===== src/core/asc_regs.vh =====
// Purpose: Constants for the system arbitration and control block.
// Assumes: 25 MHz master clock; I/O addresses are 8 bits wide.
// Notes:   Bit positions, offsets, reset values and counts live here.
`ifndef ASC_REGS_VH
`define ASC_REGS_VH
// ----------------------------------------------------------------
// Register offsets
// ----------------------------------------------------------------
`define ASC_ERR_CTRL_ADDR   8'h61
`define ASC_SPEED_ADDR      8'h63
`define ASC_NMI_MASK_ADDR   8'h70
`define ASC_CLR_BUSY_ADDR   8'hf0
`define ASC_COPRO_RST_ADDR  8'hf1
// ----------------------------------------------------------------
// Field positions
// ----------------------------------------------------------------
`define ASC_ERR_PAR_EN_BIT  2
`define ASC_ERR_CHK_EN_BIT  3
`define ASC_ERR_CHK_STS_BIT 6
`define ASC_ERR_PAR_STS_BIT 7
`define ASC_SPD_LOCK_BIT    2
`define ASC_SPD_STOP_BIT    6
`define ASC_NMI_MASK_BIT    7
// ----------------------------------------------------------------
// Reset values and timing counts
// ----------------------------------------------------------------
`define ASC_SPEED_RST       8'h80
`define ASC_NMI_MASK_RST    1'b1
`define ASC_SYSRST_CYCLES   30
`define ASC_CPURST_DMACLKS  4
`define ASC_DMA_DIV         8
`define ASC_COPRO_RST_CYC   4
`endif


===== src/core/asc_arbiter.v =====
// Purpose: Hold arbitration, DMA strobes, error NMI, coprocessor glue and
//          reset control for a 16-bit host.
// Assumes: All pins except the CPU I/O access inputs are asynchronous to i_mclk and are synchronised.
// Notes:   The CPU clock edge is modelled by a falling-edge strobe input.
`timescale 1ns/1ns
`default_nettype none
`include "asc_regs.vh"
module asc_arbiter #(
  parameter SYSRST_CYCLES = `ASC_SYSRST_CYCLES,
  parameter DMA_DIV       = `ASC_DMA_DIV
) (
  // Clock and reset
  input  wire       i_mclk,
  input  wire       i_resetn,
  // Pins from outside
  input  wire       i_reset_in_n,
  input  wire       i_cpu_reset_req_n,
  input  wire       i_cpu_clock_fall,
  input  wire       i_refresh_timer_tick,
  input  wire       i_cpu_hold_ack,
  input  wire       i_dma_hold_req,
  input  wire       i_dma_mem_read_n,
  input  wire       i_refresh_n_in,
  input  wire       i_parity_check_in,
  input  wire       i_channel_check_n,
  input  wire       i_onboard_sel_n,
  input  wire       i_ale,
  input  wire       i_copro_busy_n,
  input  wire       i_copro_error_n,
  input  wire       i_copro_range_sel_n,
  input  wire       i_mio,
  input  wire       i_s1_n,
  input  wire       i_s0_n,
  input  wire       i_a1,
  input  wire       i_bus_master,
  input  wire       i_sys_addr_bit0,
  input  wire       i_io_16bit_sel_n,
  // CPU I/O access, already qualified on this clock
  input  wire [7:0] i_io_addr,
  input  wire [7:0] i_io_wdata,
  input  wire       i_io_wr,
  input  wire       i_io_rd,
  // Outputs
  output reg        o_cpu_hold_req,
  output reg        o_dma_hold_grant,
  output reg        o_refresh_addr_enable_n,
  output wire       o_refresh_n_out,
  output wire       o_refresh_n_oe,
  output reg        o_mem_read_cmd_n,
  output reg        o_dma_cycle_ready,
  output reg        o_dma_clock_en,
  output reg        o_nmi,
  output reg  [1:0] o_io_rdata,
  output wire       o_io_rdata_oe,
  output reg        o_cpu_busy_out_n,
  output reg        o_copro_irq,
  output wire       o_copro_reset_out,
  output reg        o_copro_chip_sel_n,
  output wire       o_int_ack_out_n,
  output reg        o_onboard_sel_latched_n,
  output reg        o_cpu_reset_out,
  output reg        o_sys_reset_out,
  output reg        o_byte_swap_enable_n,
  output reg        o_clocks_stopped,
  output reg  [7:0] o_speed_select
);
  // ----------------------------------------------------------------
  // Input synchronisers
  // ----------------------------------------------------------------
  // Two flops per pin; the first stage feeds only the second.
  localparam NSYNC = 22;
  wire [NSYNC-1:0] raw = {i_reset_in_n, i_cpu_reset_req_n, i_cpu_clock_fall,
    i_refresh_timer_tick, i_cpu_hold_ack, i_dma_hold_req, i_dma_mem_read_n,
    i_refresh_n_in, i_parity_check_in, i_channel_check_n, i_onboard_sel_n,
    i_ale, i_copro_busy_n, i_copro_error_n, i_copro_range_sel_n, i_mio,
    i_s1_n, i_s0_n, i_a1, i_bus_master, i_sys_addr_bit0, i_io_16bit_sel_n};
  // Reset to each pin's idle level, except i_reset_in_n which resets low (asserted), so that no false edge or request follows reset.
  localparam [NSYNC-1:0] SYNC_IDLE = 22'h10dbb1;
  reg [NSYNC-1:0] meta_reg;
  reg [NSYNC-1:0] sync_reg;
  always @(posedge i_mclk or negedge i_resetn) begin
    if (!i_resetn) begin
      meta_reg <= SYNC_IDLE;
      sync_reg <= SYNC_IDLE;
    end else begin
      meta_reg <= raw;
      sync_reg <= meta_reg;
    end
  end
  wire rst_in_n = sync_reg[21];
  wire cpurq_n  = sync_reg[20];
  wire cpu_fall = sync_reg[19];
  wire tick     = sync_reg[18];
  wire cpu_hold_ack     = sync_reg[17];
  wire dma_req  = sync_reg[16];
  wire dma_mem_read_n  = sync_reg[15];
  wire rfsh_in  = sync_reg[14];
  wire par_in   = sync_reg[13];
  wire chk_n    = sync_reg[12];
  wire onb_n    = sync_reg[11];
  wire ale      = sync_reg[10];
  wire busy_n   = sync_reg[9];
  wire err_n    = sync_reg[8];
  wire rng_n    = sync_reg[7];
  wire mio      = sync_reg[6];
  wire s1_n     = sync_reg[5];
  wire s0_n     = sync_reg[4];
  wire a1       = sync_reg[3];
  wire bmaster  = sync_reg[2];
  wire sys_addr_bit0     = sync_reg[1];
  wire cs16_n   = sync_reg[0];
  // ----------------------------------------------------------------
  // Status decode and write strobes
  // ----------------------------------------------------------------
  wire [2:0] st  = {mio, s1_n, s0_n};
  wire st_int_ack_out   = (st == 3'b000);
  wire st_io     = (st == 3'b001) || (st == 3'b010);
  wire st_shut   = (st == 3'b100) && !a1;
  reg  tick_d, shut_d, rdcmd_d;
  function wr_hit;
    input [7:0] a;
    begin
      wr_hit = i_io_wr && (i_io_addr == a);
    end
  endfunction
  wire wr_err   = wr_hit(`ASC_ERR_CTRL_ADDR);
  wire wr_spd   = wr_hit(`ASC_SPEED_ADDR);
  wire wr_nmi   = wr_hit(`ASC_NMI_MASK_ADDR);
  wire wr_clrb  = wr_hit(`ASC_CLR_BUSY_ADDR);
  wire wr_cprst = wr_hit(`ASC_COPRO_RST_ADDR);
  assign o_int_ack_out_n = ~st_int_ack_out;
  // ----------------------------------------------------------------
  // Hold arbitration and refresh
  // ----------------------------------------------------------------
  localparam S_IDLE = 4'b0001, S_WAIT = 4'b0010, S_RFSH = 4'b0100, S_DMA = 4'b1000;
  reg [3:0] state_reg;
  reg       rfsh_pend;
  reg [1:0] rcnt;
  reg [7:0] dcnt;
  reg       dma_tick;
  reg       dma_mem_read_d1;
  assign o_refresh_n_out = 1'b0;
  assign o_refresh_n_oe  = (state_reg == S_RFSH);
  always @(posedge i_mclk or negedge i_resetn) begin
    if (!i_resetn) begin
      state_reg <= S_IDLE;
      rfsh_pend <= 1'b0;
      rcnt <= 2'd0;
      tick_d <= 1'b0;
      o_cpu_hold_req <= 1'b0;
      o_dma_hold_grant <= 1'b0;
      o_refresh_addr_enable_n <= 1'b1;
    end else begin
      tick_d <= tick;
      if (tick && !tick_d)
        rfsh_pend <= 1'b1;
      case (state_reg)
        S_IDLE: begin
          if ((tick && !tick_d) || rfsh_pend || dma_req) begin
            o_cpu_hold_req <= 1'b1;
            state_reg <= S_WAIT;
          end
        end
        S_WAIT: begin
          if (cpu_hold_ack) begin
            if (rfsh_pend) begin
              state_reg <= S_RFSH;
              rcnt <= 2'd0;
              o_refresh_addr_enable_n <= 1'b0;
            end else if (dma_req) begin
              state_reg <= S_DMA;
              o_dma_hold_grant <= 1'b1;
            end else begin
              o_cpu_hold_req <= 1'b0;
              state_reg <= S_IDLE;
            end
          end
        end
        S_RFSH: begin
          if (dma_tick)
            rcnt <= rcnt + 2'd1;
          if (dma_tick && rcnt == 2'd3) begin
            rfsh_pend <= (tick && !tick_d);
            o_refresh_addr_enable_n <= 1'b1;
            state_reg <= S_WAIT;
          end
        end
        default: begin
          if (!dma_req) begin
            o_dma_hold_grant <= 1'b0;
            state_reg <= S_WAIT;
          end
        end
      endcase
    end
  end
  // ----------------------------------------------------------------
  // DMA clock enable, DMA ready and memory read command
  // ----------------------------------------------------------------
  // The divider runs on in sleep so that refresh keeps its timing; only the pin stops.
  always @(posedge i_mclk or negedge i_resetn) begin
    if (!i_resetn) begin
      dcnt <= 8'd0;
      dma_tick <= 1'b0;
      dma_mem_read_d1 <= 1'b1;
      o_dma_clock_en <= 1'b0;
      o_dma_cycle_ready <= 1'b0;
      o_mem_read_cmd_n <= 1'b1;
    end else begin
      dma_tick <= 1'b0;
      if (dcnt == DMA_DIV[7:0] - 8'd1) begin
        dcnt <= 8'd0;
        dma_tick <= 1'b1;
      end else begin
        dcnt <= dcnt + 8'd1;
      end
      o_dma_clock_en <= dma_tick && !o_clocks_stopped;
      if (dma_tick)
        dma_mem_read_d1 <= dma_mem_read_n || !o_dma_hold_grant;
      o_dma_cycle_ready <= o_dma_hold_grant;
      if (state_reg == S_RFSH)
        o_mem_read_cmd_n <= !(rcnt == 2'd1 || rcnt == 2'd2);
      else if (o_dma_hold_grant)
        o_mem_read_cmd_n <= dma_mem_read_d1 | dma_mem_read_n;
      else
        o_mem_read_cmd_n <= 1'b1;
    end
  end
  // ----------------------------------------------------------------
  // Error control, NMI and registers
  // ----------------------------------------------------------------
  reg par_en, chk_en, par_lat, chk_lat, nmi_mask, par_arm;
  always @(posedge i_mclk or negedge i_resetn) begin
    if (!i_resetn) begin
      par_en <= 1'b0;
      chk_en <= 1'b0;
      par_lat <= 1'b0;
      chk_lat <= 1'b0;
      par_arm <= 1'b0;
      rdcmd_d <= 1'b1;
      nmi_mask <= `ASC_NMI_MASK_RST;
      o_speed_select <= `ASC_SPEED_RST;
      o_onboard_sel_latched_n <= 1'b1;
      o_nmi <= 1'b0;
      o_io_rdata <= 2'b00;
    end else if (o_sys_reset_out) begin
      par_en <= 1'b0;
      chk_en <= 1'b0;
      nmi_mask <= `ASC_NMI_MASK_RST;
      par_lat <= 1'b0;
      chk_lat <= 1'b0;
      par_arm <= 1'b0;
      o_speed_select <= (o_speed_select & 8'hb3) | 8'h80;
      o_nmi <= 1'b0;
    end else begin
      if (ale || cpu_hold_ack)
        o_onboard_sel_latched_n <= onb_n;
      rdcmd_d <= o_mem_read_cmd_n;
      if (o_mem_read_cmd_n && !rdcmd_d && !o_onboard_sel_latched_n)
        par_arm <= 1'b1;
      if (par_arm && cpu_fall)
        par_arm <= 1'b0;
      if (par_arm && cpu_fall && par_in)
        par_lat <= 1'b1;
      else if (wr_err && !i_io_wdata[`ASC_ERR_PAR_EN_BIT])
        par_lat <= 1'b0;
      if (chk_en && !chk_n)
        chk_lat <= 1'b1;
      else if (wr_err && !i_io_wdata[`ASC_ERR_CHK_EN_BIT])
        chk_lat <= 1'b0;
      if (wr_err) begin
        par_en <= i_io_wdata[`ASC_ERR_PAR_EN_BIT];
        chk_en <= i_io_wdata[`ASC_ERR_CHK_EN_BIT];
      end
      if (wr_nmi)
        nmi_mask <= i_io_wdata[`ASC_NMI_MASK_BIT];
      if (wr_spd && !o_speed_select[`ASC_SPD_LOCK_BIT] && !i_io_wdata[7])
        o_speed_select <= i_io_wdata;
      else if (wr_spd)
        o_speed_select[`ASC_SPD_LOCK_BIT] <= i_io_wdata[`ASC_SPD_LOCK_BIT];
      o_nmi <= !nmi_mask && ((par_en && par_lat) || chk_lat);
      o_io_rdata <= {par_lat, chk_lat};
    end
  end
  assign o_io_rdata_oe = i_io_rd && (i_io_addr == `ASC_ERR_CTRL_ADDR);
  // ----------------------------------------------------------------
  // Coprocessor interface and byte swap
  // ----------------------------------------------------------------
  reg busy_lat, cp_rst_pulse, cpurq_d;
  localparam [2:0] CPRST_LAST = `ASC_COPRO_RST_CYC - 1;
  reg [2:0] cp_cnt;
  assign o_copro_reset_out = o_sys_reset_out || cp_rst_pulse;
  always @(posedge i_mclk or negedge i_resetn) begin
    if (!i_resetn) begin
      busy_lat <= 1'b0;
      cp_rst_pulse <= 1'b0;
      cpurq_d <= 1'b1;
      cp_cnt <= 3'd0;
      o_copro_irq <= 1'b0;
      o_cpu_busy_out_n <= 1'b1;
      o_copro_chip_sel_n <= 1'b1;
      o_byte_swap_enable_n <= 1'b1;
      o_clocks_stopped <= 1'b0;
    end else begin
      if (wr_cprst) begin
        cp_rst_pulse <= 1'b1;
        cp_cnt <= 3'd0;
      end else if (cp_rst_pulse) begin
        cp_cnt <= cp_cnt + 3'd1;
        if (cp_cnt == CPRST_LAST)
          cp_rst_pulse <= 1'b0;
      end
      if (!err_n && !busy_n)
        busy_lat <= 1'b1;
      else if (wr_clrb || o_copro_reset_out)
        busy_lat <= 1'b0;
      o_copro_irq <= (!err_n && !busy_n) || (o_copro_irq && !err_n);
      o_cpu_busy_out_n <= busy_n && !busy_lat && !(!err_n && !busy_n);
      o_copro_chip_sel_n <= !(!rng_n && i_io_addr[3] && !st_int_ack_out && st_io);
      o_byte_swap_enable_n <= !(bmaster && st_io && sys_addr_bit0 && cs16_n);
      if (o_speed_select[`ASC_SPD_STOP_BIT] && cpu_hold_ack)
        o_clocks_stopped <= 1'b1;
      else if (cpurq_n && !cpurq_d)
        o_clocks_stopped <= 1'b0;
      cpurq_d <= cpurq_n;
    end
  end
  // ----------------------------------------------------------------
  // Reset control
  // ----------------------------------------------------------------
  reg [5:0] sys_cnt;
  reg [2:0] cpu_cnt;
  localparam [2:0] CPURST_LEN = `ASC_CPURST_DMACLKS;
  always @(posedge i_mclk or negedge i_resetn) begin
    if (!i_resetn) begin
      sys_cnt <= 6'd0;
      cpu_cnt <= 3'd0;
      shut_d <= 1'b0;
      o_sys_reset_out <= 1'b1;
      o_cpu_reset_out <= 1'b1;
    end else begin
      shut_d <= st_shut;
      if (!rst_in_n) begin
        sys_cnt <= SYSRST_CYCLES[5:0];
      end else if (sys_cnt != 6'd0 && cpu_fall) begin
        sys_cnt <= sys_cnt - 6'd1;
      end
      o_sys_reset_out <= !rst_in_n || sys_cnt != 6'd0;
      if ((!cpurq_n && !o_clocks_stopped) || (st_shut && !shut_d))
        cpu_cnt <= CPURST_LEN;
      else if (cpu_cnt != 3'd0 && dma_tick)
        cpu_cnt <= cpu_cnt - 3'd1;
      o_cpu_reset_out <= !rst_in_n || sys_cnt != 6'd0 || cpu_cnt != 3'd0;
    end
  end
endmodule // asc_arbiter
`default_nettype wire


===== config.mk =====
export PLATFORM = sky130hd
export DESIGN_NAME = asc_arbiter
export DESIGN_NICKNAME = d
export VERILOG_FILES = /design/src/core/asc_arbiter.v
export VERILOG_INCLUDE_DIRS = /design/src /design/src/core
export SDC_FILE = /design/constraint.sdc
export NUM_CORES = 1
export LEC_CHECK = 0
export BUFFER_PORTS_ARGS = -buffer_cell sky130_fd_sc_hd__buf_2
export CORE_AREA = 2 2 94 96
export CTS_CLUSTER_SIZE = 25
export DETAILED_ROUTE_END_ITERATION = 16
export DIE_AREA = 0 0 96 98
export GPL_TIMING_DRIVEN = 0
export HOLD_SLACK_MARGIN = 0.05
export PLACE_DENSITY_LB_ADDON = 0.15
export SLEW_MARGIN = 20
export SYNTH_ARGS = -nofsm -noshare
export SYNTH_HDL_FRONTEND = slang
export SYNTH_SLANG_ARGS = --single-unit

===== constraint.sdc =====
create_clock -name i_mclk -period 2.04 [get_ports i_mclk]
set_clock_uncertainty 0.05 [all_clocks]
set_input_delay 0.51 -clock i_mclk [delete_from_list [all_inputs] [get_ports i_mclk]]
set_output_delay 0.51 -clock i_mclk [all_outputs]
set_load 0.03 [all_outputs]

-- Word level (Yosys, flattened, before mapping)
Cells that the tools add are included.
- equality and inequality tests: 27
- multiplexer cells: 65
- bitwise operators: 4
- add/sub/neg operators: 5
- reduce and logical (&&, ||, !) cells: 99
- operators by type and width (kind ; count):
    2-to-1 mux 1 bit ; 41
    logical AND 1 bit ; 37
    zero test 1 bit ; 25
    == test 8 x 7 -> 1 bit (second input constant) ; 3
    2-to-1 mux 4 bit ; 6
    nonzero test 2 bit ; 9
    == test 8 bit (second input constant) ; 2
    2-to-1 mux 8 bit ; 2
    nonzero test 3 bit ; 5
    logical OR 1 bit ; 13
    2-to-1 mux 3 bit ; 4
    2-to-1 mux 6 bit ; 2
    != test 2 bit (second input constant) ; 6
    case mux 4 bit (3 select lines) ; 1
    AND reduction 4 bit ; 3
    AND reduction 5 bit ; 2
    adder 8 x 1 -> 8 bit (second input constant) ; 1
    == test 8 x 3 -> 1 bit (second input constant) ; 1
    2-to-1 mux 2 bit ; 4
    != test 2 x 1 -> 1 bit (second input constant) ; 4
    == test 3 x 2 -> 1 bit (second input constant) ; 2
    case mux 1 bit (2 select lines) ; 3
    nonzero test 6 bit ; 1
    subtractor 6 x 1 -> 6 bit (second input constant) ; 1
    18 further kinds ; 22
- output and inout port bits: 30
- register bits after elaboration: 110
- input bits: 42
- logic and storage cells: 242

-- Logic depth before layout (Yosys ltp)
- word-level depth: 6
- mapped depth: 8
- depth with buffers taken out: 7

-- Least setup slack after synthesis
Ideal clock, no wire load.
- kind: register to register
- from: register state_reg[1]
- to: register state_reg[1]
- arrival: 2074 ps
- stages on the path, launching flop included: 5
- library setup time: 128 ps
- period minus slack after synthesis: 2251 ps
- path slack: -211 ps
- required time: 1862 ps
- buffers on the path: 0
- path through: dfrtp_1 -> nor4b_2 -> a21boi_1 -> a2111oi_4 -> mux2_1
- word-level cells in the longest chain between the ends: 3
- elaborated cells between the ends (all ways): 9
- those cells by class: 7 x eq/ne; 1 x mux; 1 x reduce/logical
- ends and longest elaborated chain (element ; line ; text):
    start, declared ; asc_arbiter.v:136 ; reg [3:0] state_reg;
    start signal, assigned ; asc_arbiter.v:146 ; state_reg <= S_IDLE;
    start signal, assigned ; asc_arbiter.v:161 ; state_reg <= S_WAIT;
    start signal, assigned ; asc_arbiter.v:167 ; state_reg <= S_RFSH;
    == test 4 x 3 -> 1 bit (*) ; - ;
    via o_refresh_n_oe ; asc_arbiter.v:48 ; output wire o_refresh_n_oe,
    != test 4 x 2 -> 1 bit (no source line) / != test 2 x 1 -> 1 bit (equally long branches) ; - ;
    AND reduction 4 bit (no source line) ; - ;
The timed path passes the listed nets; every way through them passes the cells marked *.
A chain may end at the register's enable or synchronous reset.

-- Worst setup path in the final report
- from: register state_reg[0]
- to: register state_reg[1]
- word-level cells in the longest chain between the ends: 3
- elaborated cells between the ends (all ways): 9
- those cells by class: 7 x eq/ne; 1 x mux; 1 x reduce/logical
- ends and longest elaborated chain (element ; line ; text):
    == test 4 x 3 -> 1 bit (tied with other cells) ; asc_arbiter.v:157 ; case (state_reg)
    != test 4 x 2 -> 1 bit (no source line) (tied with other cells) ; - ;
    AND reduction 4 bit (no source line) ; - ;
Several ways; a longest one is shown, not always the timed one.

==> impl_metrics.csv <==
group,metric,value,unit
status,status,"finished clean",
synthesis,ys_types,48,
layout,final_area,0.00486,mm^2
route,drcViolationCount,0,
power_and_ir_drop,combPwrFrac,16.5,%
timing,rsz0062_at_grt,"yes",
power_and_ir_drop,p_leak,0.00225,uW
floorplanning,dieArea,0.00941,mm^2
layout,drive_gt1_share,37.1,%
power_and_ir_drop,sw_frac_of_total,26.3,%
timing,drv_slew,0,
route,wl,6730,um
synthesis,syn_nets,355,
clock_tree,cts_buffers,9,
power_and_ir_drop,power.density,899,mW/mm^2
critical_path,crit_arrival,2.22,ns
synthesis,yosys-top-cells-count,"dfrtp_1, dfstp_2, nor2_1",
critical_path,r2r_cells,5,
synthesis,ys_seq_area_share,67.6,%
floorplanning,num_io_pins,72,
layout,area_delta_synth_final,19.8,%
layout,layout.nets,441,
route,drtPass1Iterations,4,
clock_tree,cts-root-buf,"clkbuf_8",
synthesis,netlist_area,0.00406,mm^2
clock_tree,cts_sinks,108,
global_route,grt.overflow.total,0,
critical_path,endpoint_kind,"register",
floorplanning,coreArea,0.00847,mm^2
synthesis,synth_area_per_cell,13.4,um^2
route,drtIter0Drc,73,
synthesis,async_reset_ff_share,100,%
synthesis,yosysWarnings,0,
floorplanning,initial_core_util,48.0,%
timing,period_share,98.8,%
timing,tightest_slew,0.568,ns
placement,gp_congestion,0.842,
global_route,grt_pass1_wl,11400,um
hold_path,holdPathStages,1,
floorplanning,num_rows,34,
synthesis,synth_largest_area_cell,"dfrtp_1",
clock_tree,clkLatencyLatePin,0.36,ns
floorplanning,die_height,98,um
synthesis,syn_inst,304,
hold_path,hp-class,"primary input to register",
synthesis,synth_enable_flop_cells,0,
timing,setup_viol,0,
route,vias,2498,
clock_tree,cts_buffer_depth,2,
global_route,grt_max_degree,56,
placement,dp_hpwl,4720,um
power_and_ir_drop,vdd_drop_max,0.000336,V
route,final_antenna_net_count,0,
timing,max_freq,496,MHz
synthesis,yosys_most_used_dff,"dfrtp_1",
clock_tree,htree_num_levels,3,
placement,place_area,0.00458,mm^2
power_and_ir_drop,p_int,3220,uW
layout,antenna-diode-count,0,
power_and_ir_drop,p_seq_share,54.1,%
synthesis,netlist.area_leader.share,45.6,%
job,maxCapViolCount,0,
critical_path,crit_fanout,6,
global_route,grt_pass1_vias,2453,
synthesis,yosys-top-cells-area,"dfrtp_1, dfstp_2, ha_1, nor2_1, mux2_2",
timing,period_minus_slack,2.02,ns
timing,slew_headroom,61.6,%
route,wl_per_cell,13.4,um
critical_path,critPathLaunchType,"register",
power_and_ir_drop,p_clk_share,29.4,%
placement,io_buffers,69,
global_route,track_usage,15.5,%
global_route,antenna_found_initial,0,
critical_path,worst-setup-path-type,"register to register",
clock_tree,cts_tree,"done",
timing,final_hold_viol_count,0,
clock_tree,clkSlewWorstSetupHoldPaths,0.10,ns
power_and_ir_drop,p_switching,1150,uW
synthesis,ys_ff_latch,108,
route,viasPerCell,4.98,
critical_path,worstPathRequired,2.24,ns
power_and_ir_drop,total_power,4370,uW
synthesis,synth_most_common_cell,"dfrtp_1",
floorplanning,dieWidth,96,um
-- cell families after synthesis --
group                    share of synthesized area (%)
AO/OA/AOI/OAI                                     6.81
flip-flops                                        67.6
XOR/XNOR                                          3.23
other                                           0.0923
adder cells (fa/ha/maj)                           2.77
buffers and inverters                             2.31
AND/OR/NAND/NOR                                   12.2
multiplexers                                      5.02
-- metal layers --
layer | track usage, % | wire [um] | up-vias
li1 | - | - | 1220
met1 | 22.0 | 3240 | 1209
met2 | 23.6 | 3070 | 57
met3 | 2.62 | 298 | 12
met4 | 6.70 | 123 | 0
met5 | 0 | 0 | -
-- final timing paths --
kind / from / end / slack (ns)
hold reg to reg: meta_reg[16]$_DFF_PN0_ / sync_reg[16]$_DFF_PN0_ / 0.30
setup reg to reg: state_reg[0]$_DFFE_PN1P_ / state_reg[1]$_DFFE_PN0P_ / 0.02
min in group asynchronous: i_resetn / sys_cnt[5]$_DFFE_PN0P_ / 0.60
max in group asynchronous: i_resetn / dma_mem_read_d1$_DFFE_PN1P_ / 0.65
hold / removal: i_copro_busy_n / meta_reg[9]$_DFF_PN1_ / 0.18
setup / recovery: state_reg[0]$_DFFE_PN1P_ / state_reg[1]$_DFFE_PN0P_ / 0.02
-- metrics by stage --
step	utilization [%]	std cells	setup WS (ns)	hold slack, ns	setup TNS [ns]
after floorplan	-	304	0.0581	0.164	0
after global placement	53.8	481	-0.713	0.283	-58.89
after detailed placement	54.2	482	-0.314	0.285	-1.50
after CTS	57.1	502	0.00649	0.169	0
after global routing	57.5	502	-0.0307	0.159	-0.0614
final	57.5	502	0.0245	0.185	0
-- power groups by stage --
stage          logic, uW  clock network [uW]  registers (uW)
3_3_place_gp         550                   0            2400
4_1_cts              673                1340            2360
5_1_grt              814                1420            2380
6_report             722                1290            2360
2_1_floorplan        389                   0            2390
3_5_place_dp         575                   0            2400
-- cell type report --
type | count | area [um^2]
fill | 708 | 3600
sequential | 108 | 2750
multi-input combinational | 172 | 1260
timing repair buffer | 77 | 438
tap | 108 | 135
clock buffer | 9 | 124
clock inverter | 6 | 72.6
inverter | 17 | 63.8
buffer | 5 | 22.5
-- cells in the final DEF (no fill, tap or decap), types with 11 or more instances in the layout --
| cell | count |
|---|---|
| a21oi_1 | 14 |
| buf_2 | 68 |
| dfrtp_1 | 74 |
| dfstp_2 | 34 |
| inv_1 | 17 |
| nand3_1 | 11 |
| nor2_1 | 24 |
-- timing repair --
action                                  4_1_cts  5_1_grt
pin swaps                                     2        1
hold buffers                                  1        0
setup buffers                                 5        1
endpoints found under the setup margin        5       13
endpoints found under the hold margin        18        0
resized for setup                             1        8
-- worst max-delay path: stages (launching register included) --
cell       delay [ns]
dfstp_2          0.61
or4b_4           0.50
nor4_4           0.21
a2111oi_4        0.09
buf_4            0.16
mux2_4           0.29
Note: power is estimated with default switching activity, not from simulation.
